==> src/core/irq_flags_defs.vh <==
// register map, field positions, encodings and reset values of the
// external request flag block; definitions only, included by bare name.
`ifndef IRQ_FLAGS_DEFS_VH
`define IRQ_FLAGS_DEFS_VH

// ============================================================
// register byte offsets
`define OFS_FLAGS 8'h00
`define OFS_REQ_SENSE 8'h04
`define OFS_PORT_SENSE 8'h08
`define OFS_PORT_EN 8'h0C
`define OFS_EVT_STATUS 8'h10
`define OFS_EVT_MASK 8'h14

// ============================================================
// field positions in the flag register
`define FLAG_GRP_LOW_BIT 7
`define FLAG_GRP_HIGH_BIT 6
`define FLAG_PIN_MSB 5

// ============================================================
// sense select codes of an external request pin
`define SENSE_FALL 2'b00
`define SENSE_RISE 2'b01
`define SENSE_LOW 2'b10
`define SENSE_HIGH 2'b11

// ============================================================
// reset values
`define RST_FLAGS 8'h00
`define RST_REQ_SENSE 12'h000
`define RST_PORT_SENSE 16'h0000
`define RST_PORT_EN 16'h0000
`define RST_EVT_STATUS 8'h00
`define RST_EVT_MASK 8'h00

// ============================================================
// bus responses
`define RESP_OKAY 2'b00
`define RESP_SLVERR 2'b10

`endif

==> src/core/external_irq_request_flags.v <==
// external request flag register with its sense and enable controls,
// an event status/mask pair and one level interrupt, behind AXI4-Lite.
// assumes all pins are asynchronous to ref_clk and the bus master is
// on ref_clk; one write and one read outstanding at most.
//
// Decided for this implementation: the AXI4-Lite interface to the registers and the placing of the registers.
`timescale 1ns/1ps
`default_nettype none
`include "irq_flags_defs.vh"

// Summary of operation
// - eight-bit flag register, all zero at reset
// - bit 7 set while pins 0-7 request
// - bit 6 set while pins 8-15 request
// - bits 7,6 read-only; bits 5-0 read/write
// - flag bit n follows request pin n
// - edge flag latches; cleared by 0 after read-1
// - level flag tracks pin, writes ignored
// - two-bit select: fall, rise, low, high
// - port select bit picks active-low or active-high
// - port pin requests need its enable set
module external_irq_request_flags #(
  parameter NUM_REQ = 6,
  parameter NUM_PORT = 16,
  parameter ADDR_W = 8
) (
  input wire ref_clk,
  input wire resetn,
  input wire [NUM_REQ-1:0] external_request_pin,
  input wire [NUM_PORT-1:0] port_interrupt_pin,
  input wire [ADDR_W-1:0] awaddr,
  input wire awvalid,
  output wire awready,
  input wire [31:0] wdata,
  input wire [3:0] wstrb,
  input wire wvalid,
  output wire wready,
  output reg [1:0] bresp,
  output reg bvalid,
  input wire bready,
  input wire [ADDR_W-1:0] araddr,
  input wire arvalid,
  output wire arready,
  output reg [31:0] rdata,
  output reg [1:0] rresp,
  output reg rvalid,
  input wire rready,
  output reg irq
);

  // ============================================================
  // pin synchronisers
  reg [NUM_REQ-1:0] req_meta_r;
  reg [NUM_REQ-1:0] req_sync_r;
  reg [NUM_REQ-1:0] req_prev_r;
  reg [NUM_PORT-1:0] port_meta_r;
  reg [NUM_PORT-1:0] port_sync_r;

  always @(posedge ref_clk or negedge resetn) begin
    if (!resetn) begin
      req_meta_r <= {NUM_REQ{1'b0}};
      req_sync_r <= {NUM_REQ{1'b0}};
      req_prev_r <= {NUM_REQ{1'b0}};
      port_meta_r <= {NUM_PORT{1'b0}};
      port_sync_r <= {NUM_PORT{1'b0}};
    end else begin
      req_meta_r <= external_request_pin;
      req_sync_r <= req_meta_r;
      req_prev_r <= req_sync_r;
      port_meta_r <= port_interrupt_pin;
      port_sync_r <= port_meta_r;
    end
  end

  // ============================================================
  // control registers
  reg [2*NUM_REQ-1:0] req_sense_r;
  reg [NUM_PORT-1:0] port_sense_r;
  reg [NUM_PORT-1:0] port_en_r;
  reg [7:0] evt_status_r;
  reg [7:0] evt_mask_r;
  reg [NUM_REQ-1:0] pin_flag_r;
  reg [NUM_REQ-1:0] armed_r;
  reg [7:0] flags_prev_r;

  // ============================================================
  // port groups
  wire [NUM_PORT-1:0] port_active;
  genvar p;
  generate
    for (p = 0; p < NUM_PORT; p = p + 1) begin : g_port
      // select bit 1 means active high, 0 active low
      assign port_active[p] = port_en_r[p] & (port_sync_r[p] == port_sense_r[p]);
    end
  endgenerate

  wire port_group_low_flag = |port_active[NUM_PORT/2-1:0];
  wire port_group_high_flag = |port_active[NUM_PORT-1:NUM_PORT/2];
  wire [7:0] external_request_flags;
  assign external_request_flags = {port_group_low_flag, port_group_high_flag, pin_flag_r};

  // ============================================================
  // write channel
  reg aw_held_r;
  reg w_held_r;
  reg [ADDR_W-1:0] aw_addr_r;
  reg [31:0] w_data_r;
  reg [3:0] w_strb_r;

  assign awready = !aw_held_r && !bvalid;
  assign wready = !w_held_r && !bvalid;
  wire wr_fire = aw_held_r && w_held_r && !bvalid;
  wire [7:0] wr_ofs = aw_addr_r[7:0];
  wire wr_lane0 = w_strb_r[0];
  wire wr_lane1 = w_strb_r[1];
  wire wr_flags = wr_fire && (wr_ofs == `OFS_FLAGS) && wr_lane0;
  wire wr_mapped = (wr_ofs == `OFS_FLAGS) || (wr_ofs == `OFS_REQ_SENSE) ||
    (wr_ofs == `OFS_PORT_SENSE) || (wr_ofs == `OFS_PORT_EN) ||
    (wr_ofs == `OFS_EVT_STATUS) || (wr_ofs == `OFS_EVT_MASK);

  always @(posedge ref_clk or negedge resetn) begin
    if (!resetn) begin
      aw_held_r <= 1'b0;
      w_held_r <= 1'b0;
      aw_addr_r <= {ADDR_W{1'b0}};
      w_data_r <= 32'h0000_0000;
      w_strb_r <= 4'h0;
      bvalid <= 1'b0;
      bresp <= `RESP_OKAY;
    end else begin
      if (awvalid && awready) begin
        aw_held_r <= 1'b1;
        aw_addr_r <= awaddr;
      end
      if (wvalid && wready) begin
        w_held_r <= 1'b1;
        w_data_r <= wdata;
        w_strb_r <= wstrb;
      end
      if (wr_fire) begin
        aw_held_r <= 1'b0;
        w_held_r <= 1'b0;
        bvalid <= 1'b1;
        bresp <= wr_mapped ? `RESP_OKAY : `RESP_SLVERR;
      end else if (bvalid && bready) begin
        bvalid <= 1'b0;
      end
    end
  end

  // ============================================================
  // read channel
  assign arready = !rvalid;
  wire rd_fire = arvalid && arready;
  wire rd_flags = rd_fire && (araddr[7:0] == `OFS_FLAGS);
  reg [31:0] rd_mux;
  reg rd_ok;

  always @* begin
    rd_mux = 32'h0000_0000;
    rd_ok = 1'b1;
    case (araddr[7:0])
      `OFS_FLAGS: rd_mux[7:0] = external_request_flags;
      `OFS_REQ_SENSE: rd_mux[2*NUM_REQ-1:0] = req_sense_r;
      `OFS_PORT_SENSE: rd_mux[NUM_PORT-1:0] = port_sense_r;
      `OFS_PORT_EN: rd_mux[NUM_PORT-1:0] = port_en_r;
      `OFS_EVT_STATUS: rd_mux[7:0] = evt_status_r;
      `OFS_EVT_MASK: rd_mux[7:0] = evt_mask_r;
      default: rd_ok = 1'b0;
    endcase
  end

  always @(posedge ref_clk or negedge resetn) begin
    if (!resetn) begin
      rvalid <= 1'b0;
      rdata <= 32'h0000_0000;
      rresp <= `RESP_OKAY;
    end else begin
      if (rd_fire) begin
        rvalid <= 1'b1;
        rdata <= rd_mux;
        rresp <= rd_ok ? `RESP_OKAY : `RESP_SLVERR;
      end else if (rvalid && rready) begin
        rvalid <= 1'b0;
      end
    end
  end

  // ============================================================
  // sense and enable registers, byte lanes honoured
  always @(posedge ref_clk or negedge resetn) begin
    if (!resetn) begin
      req_sense_r <= `RST_REQ_SENSE;
      port_sense_r <= `RST_PORT_SENSE;
      port_en_r <= `RST_PORT_EN;
      evt_mask_r <= `RST_EVT_MASK;
    end else if (wr_fire) begin
      if (wr_ofs == `OFS_REQ_SENSE) begin
        if (wr_lane0) req_sense_r[7:0] <= w_data_r[7:0];
        if (wr_lane1) req_sense_r[11:8] <= w_data_r[11:8];
      end
      if (wr_ofs == `OFS_PORT_SENSE) begin
        if (wr_lane0) port_sense_r[7:0] <= w_data_r[7:0];
        if (wr_lane1) port_sense_r[15:8] <= w_data_r[15:8];
      end
      if (wr_ofs == `OFS_PORT_EN) begin
        if (wr_lane0) port_en_r[7:0] <= w_data_r[7:0];
        if (wr_lane1) port_en_r[15:8] <= w_data_r[15:8];
      end
      if (wr_ofs == `OFS_EVT_MASK && wr_lane0) evt_mask_r <= w_data_r[7:0];
    end
  end

  // ============================================================
  // external request pin flags
  genvar n;
  generate
    for (n = 0; n < NUM_REQ; n = n + 1) begin : g_req
      wire [1:0] sel = req_sense_r[2*n+1:2*n];
      wire level_mode = sel[1];
      // edge from the second sync stage against its delayed copy
      wire edge_hit = (sel == `SENSE_FALL) ? (req_prev_r[n] & ~req_sync_r[n]) :
        (~req_prev_r[n] & req_sync_r[n]);
      wire level_on = sel[0] ? req_sync_r[n] : ~req_sync_r[n];
      // a clear needs a prior read that returned 1 for this bit
      wire clr_ok = wr_flags && !w_data_r[n] && armed_r[n];

      always @(posedge ref_clk or negedge resetn) begin
        if (!resetn) begin
          pin_flag_r[n] <= 1'b0;
          armed_r[n] <= 1'b0;
        end else if (level_mode) begin
          pin_flag_r[n] <= level_on;
          armed_r[n] <= 1'b0;
        end else begin
          // a new edge wins over a clear in the same cycle
          if (edge_hit) begin
            pin_flag_r[n] <= 1'b1;
            armed_r[n] <= armed_r[n] & ~clr_ok;
          end else if (clr_ok) begin
            pin_flag_r[n] <= 1'b0;
            armed_r[n] <= 1'b0;
          end else if (rd_flags && pin_flag_r[n]) begin
            armed_r[n] <= 1'b1;
          end
        end
      end
    end
  endgenerate

  // ============================================================
  // event status, mask and interrupt
  // an event is any flag bit rising, including the read-only group bits
  wire [7:0] evt_rise = external_request_flags & ~flags_prev_r;
  wire [7:0] evt_clr = (wr_fire && wr_ofs == `OFS_EVT_STATUS && wr_lane0) ?
    w_data_r[7:0] : 8'h00;

  always @(posedge ref_clk or negedge resetn) begin
    if (!resetn) begin
      flags_prev_r <= `RST_FLAGS;
      evt_status_r <= `RST_EVT_STATUS;
      irq <= 1'b0;
    end else begin
      flags_prev_r <= external_request_flags;
      evt_status_r <= (evt_status_r & ~evt_clr) | evt_rise;
      irq <= |(((evt_status_r & ~evt_clr) | evt_rise) & evt_mask_r);
    end
  end

endmodule
`default_nettype wire

==> config.mk <==
export PLATFORM = sky130hd
export DESIGN_NAME = external_irq_request_flags
export DESIGN_NICKNAME = d
export VERILOG_FILES = /design/src/core/external_irq_request_flags.v
export VERILOG_INCLUDE_DIRS = /design/src /design/src/core
export SDC_FILE = /design/constraint.sdc
export NUM_CORES = 1
export LEC_CHECK = 0
export BUFFER_PORTS_ARGS = -buffer_cell sky130_fd_sc_hd__buf_2
export CAP_MARGIN = 20
export CORE_ASPECT_RATIO = 1.2
export CORE_MARGIN = 2
export CORE_UTILIZATION = 50
export DETAILED_ROUTE_END_ITERATION = 8
export PLACE_DENSITY = 0.72
export SYNTH_ARGS = -nofsm -noshare
export SYNTH_HDL_FRONTEND = slang
export SYNTH_SLANG_ARGS = --single-unit
export TNS_END_PERCENT = 30
==> constraint.sdc <==
create_clock -name ref_clk -period 2.1 [get_ports ref_clk]
set_input_delay 0.21 -clock ref_clk [delete_from_list [all_inputs] [get_ports ref_clk]]
set_output_delay 0.21 -clock ref_clk [all_outputs]
set_load 0.05 [all_outputs]
==> results.ini <==
[synthesis]
async_flop_share_pct=100.0
synth_edf_count=0
avgSynthCellArea_um2=12.93
syn_area_mm2=0.007541
synth_seq_cells=179
synth_warnings=0
synthCells=583
synth_top_area_cell=dfrtp_1
synthDistinctLibCells=53
synth_top_area_share_pct=59.40
synth_ff_type=dfrtp_1
ys_seq_area_share_pct=59.40
synth.area.top_cells=dfrtp_1 59%, mux2_2 14%, o21ai_0 2.9%, buf_4 1.9%, xnor2_1 1.9%

[routing]
drt-total-wl_um=16250
postRouteAntennaNets=0
drt_first_iter_violations=290
num_vias=5113
via_per_inst=5.382
drc_errors=0
dr.pass1.iters=6
routedWlPerCell_um=17.11

[setup_path]
slowest_delay_ns=0.43
crit_type=reg -> reg
cp_slowest_cell=or3_4
worstPathArrival_ns=2.29
required_ns=2.38
crit_chain=or3_4, nor4_1, buf_4, a21boi_0, o21ai_0, nand4_1
cp-end-kind=flip-flop
crit_path_start_kind=flip-flop
critPathMaxFanout=9

[sta]
max_freq_ghz=0.4957
finalMaxSlewViolations=0
finClkSkew_ns=0.01021
final.setup.tns_ns=0
fin_crit_sh_pct=96.07
relSlewSlack_pct=62.20
final_hold_viol_count=0
worst_pin_slew_ns=0.5669
period_needed_ns=2.017
setup_viol=0
rsz0062_at_grt=false

[placement]
routabilityCongestion=0.8797
dpl.hpwl_um=11430
io_buffer_count=86

[layout]
fill_cells=1153
final_common_cell=dfrtp_1
antenna_cells=0
area_delta_synth_final_pct=23.30
layout_common_cells=179 x dfrtp_1, 96 x mux2_2, 85 x buf_2, 44 x o21ai_0
final_nets=814
layout-drive-gt1-share_pct=35.39

[clocking]
clock_latency_ns=0.43
cts_buffers=17
cts_resized=0
cts_max_level=4
clk_pin_slew_ns=0.07
root_buffer=clkbuf_16
cts_buffer_depth=2
cts.sinks=179
cts_tree=done

[power]
p_leak_nw=4.289
power_mw=9.937
power_density_mw_per_mm2=1069
ir_drop_v=0.0005892

[global_route]
grt_max_degree=59
grt_antenna_before_repair=0
grt.overflow.total=0
grt_pass1_wl_um=26700
grtUsageTotal_pct=21.77
grt_pass1_vias=5410

[floorplan]
core_mm2=0.01490
io_pins=123
design.die.area_mm2=0.01608
die_h_um=138.5
die_w_um=116.1
initial_core_util_pct=50.62
rows=49

[status]
status=complete, no violations

[hold_path]
min_path_type=in -> reg

[job]
cap_violations=0

==> per-layer routing <==
| layer | track usage, % | vias up | routed length, um |
|---|---|---|---|
| met5 | 0 | - | 0 |
| met4 | 9.649 | 0 | 482 |
| met1 | 25.97 | 2575 | 6455 |
| met2 | 37.43 | 146 | 8595 |
| met3 | 4.808 | 40 | 717 |
| li1 | - | 2352 | - |
==> cell usage after synthesis (all sizes together) (2+ instances only) <==
cell,count
a211oi,3
a21o,8
a21oi,2
a222oi,6
a22o,6
a22oi,13
a31oi,2
a32oi,2
and2,6
and3b,2
buf,25
clkbuf,16
dfrtp,179
inv,5
mux2,96
mux2i,10
nand2,32
nand2b,8
nand3,3
nand3b,6
nand4,7
nand4b,5
nor2,16
nor2b,21
nor3,7
nor3b,10
nor4,3
o21ai,45
o22ai,4
o31ai,4
or2,2
xnor2,16
xor2,4
==> power breakdown <==
part | total (mW) | internal, mW | switching, mW | leakage, nW
clock network | 3.09 | 1.71 | 1.39 | 0.290
logic | 2.19 | 1.04 | 1.15 | 1.81
registers | 4.65 | 4.09 | 0.561 | 2.19
total | 9.94 | 6.84 | 3.10 | 4.29
==> final cells by class <==
cell class | count | area (um2) | share of cell area [%]
Sequential cell | 179 | 4479 | 48.18
Multi-Input combinational cell | 375 | 2885 | 31.03
Timing Repair Buffer | 155 | 1075 | 11.56
Clock buffer | 18 | 439.2 | 4.723
Tap cell | 204 | 255.2 | 2.745
Clock inverter | 14 | 145.1 | 1.561
Inverter | 5 | 18.77 | 0.2019
==> per-stage QoR <==
step	cells	utilization [%]	instance area [um2]	hold slack (ns)	setup slack, ns
2_1_floorplan	600	-	7616	-0.08559	-0.07854
6_report	950	62.41	9298	0.01096	0.08251
4_1_cts	948	62.31	9283	0.00009637	0.05445
3_3_place_gp	883	56.17	8368	0.2111	0.1003
3_5_place_dp	883	56.17	8368	0.2176	0.07102
5_1_grt	950	62.41	9298	0.002341	0.0008766
==> state kept, by name, indices dropped and copies added, names as in the netlist, 2 cells and up <==
| register | count |
|---|---|
| req_prev_r | 6 |
| w_data_r | 16 |
| evt_status_r | 8 |
| armed_r | 6 |
| port_sense_r | 16 |
| evt_mask_r | 8 |
| req_sense_r | 12 |
| flags_prev_r | 8 |
| req_sync_r | 6 |
| w_strb_r | 2 |
| port_sync_r | 16 |
| port_meta_r | 16 |
| external_request_flags | 6 |
| port_en_r | 16 |
| req_meta_r | 6 |
| aw_addr_r | 8 |
| rdata | 16 |
==> path summary, 6_finish.rpt <==
| check | endpoint | start | slack [ns] | cells after the start |
|---|---|---|---|---|
| min in group asynchronous | port_meta_r[3] | resetn | 0.33 | 2 |
| worst max-delay path | irq | aw_addr_r[1] | 0.08 | 6 |
| worst min register to register | port_sync_r[10] | port_meta_r[10] | 0.35 | 0 |
| worst max register to register | irq | aw_addr_r[1] | 0.08 | 6 |
| worst min-delay path | w_data_r[15] | wdata[15] | 0.01 | 2 |
| max in group asynchronous | port_meta_r[7] | resetn | 1.08 | 3 |
==> kinds of logic after synthesis <==
group	after synthesis	synth area share, %
AO/OA/AOI/OAI	100	8.678
XOR/XNOR	20	2.323
buffers and inverters	46	3.318
flip-flops	179	59.40
multiplexers	106	15.66
other	1	0.04973
AND/OR/NAND/NOR	131	10.57
==> repair_timing <==
item | in CTS | in global routing
endpoints found under the setup margin | 0 | 1
setup buffers | 0 | 2
endpoints found under the hold margin | 86 | 0
hold buffers | 33 | 0
==> critical path: cells and delay by family (launching register included) <==
kind,cells,cell delay (ns)
compound gates,2,0.34
buf+inv,1,0.24
simple gates,3,0.91
flops,1,0.38
(Power assumes the default switching activity.)
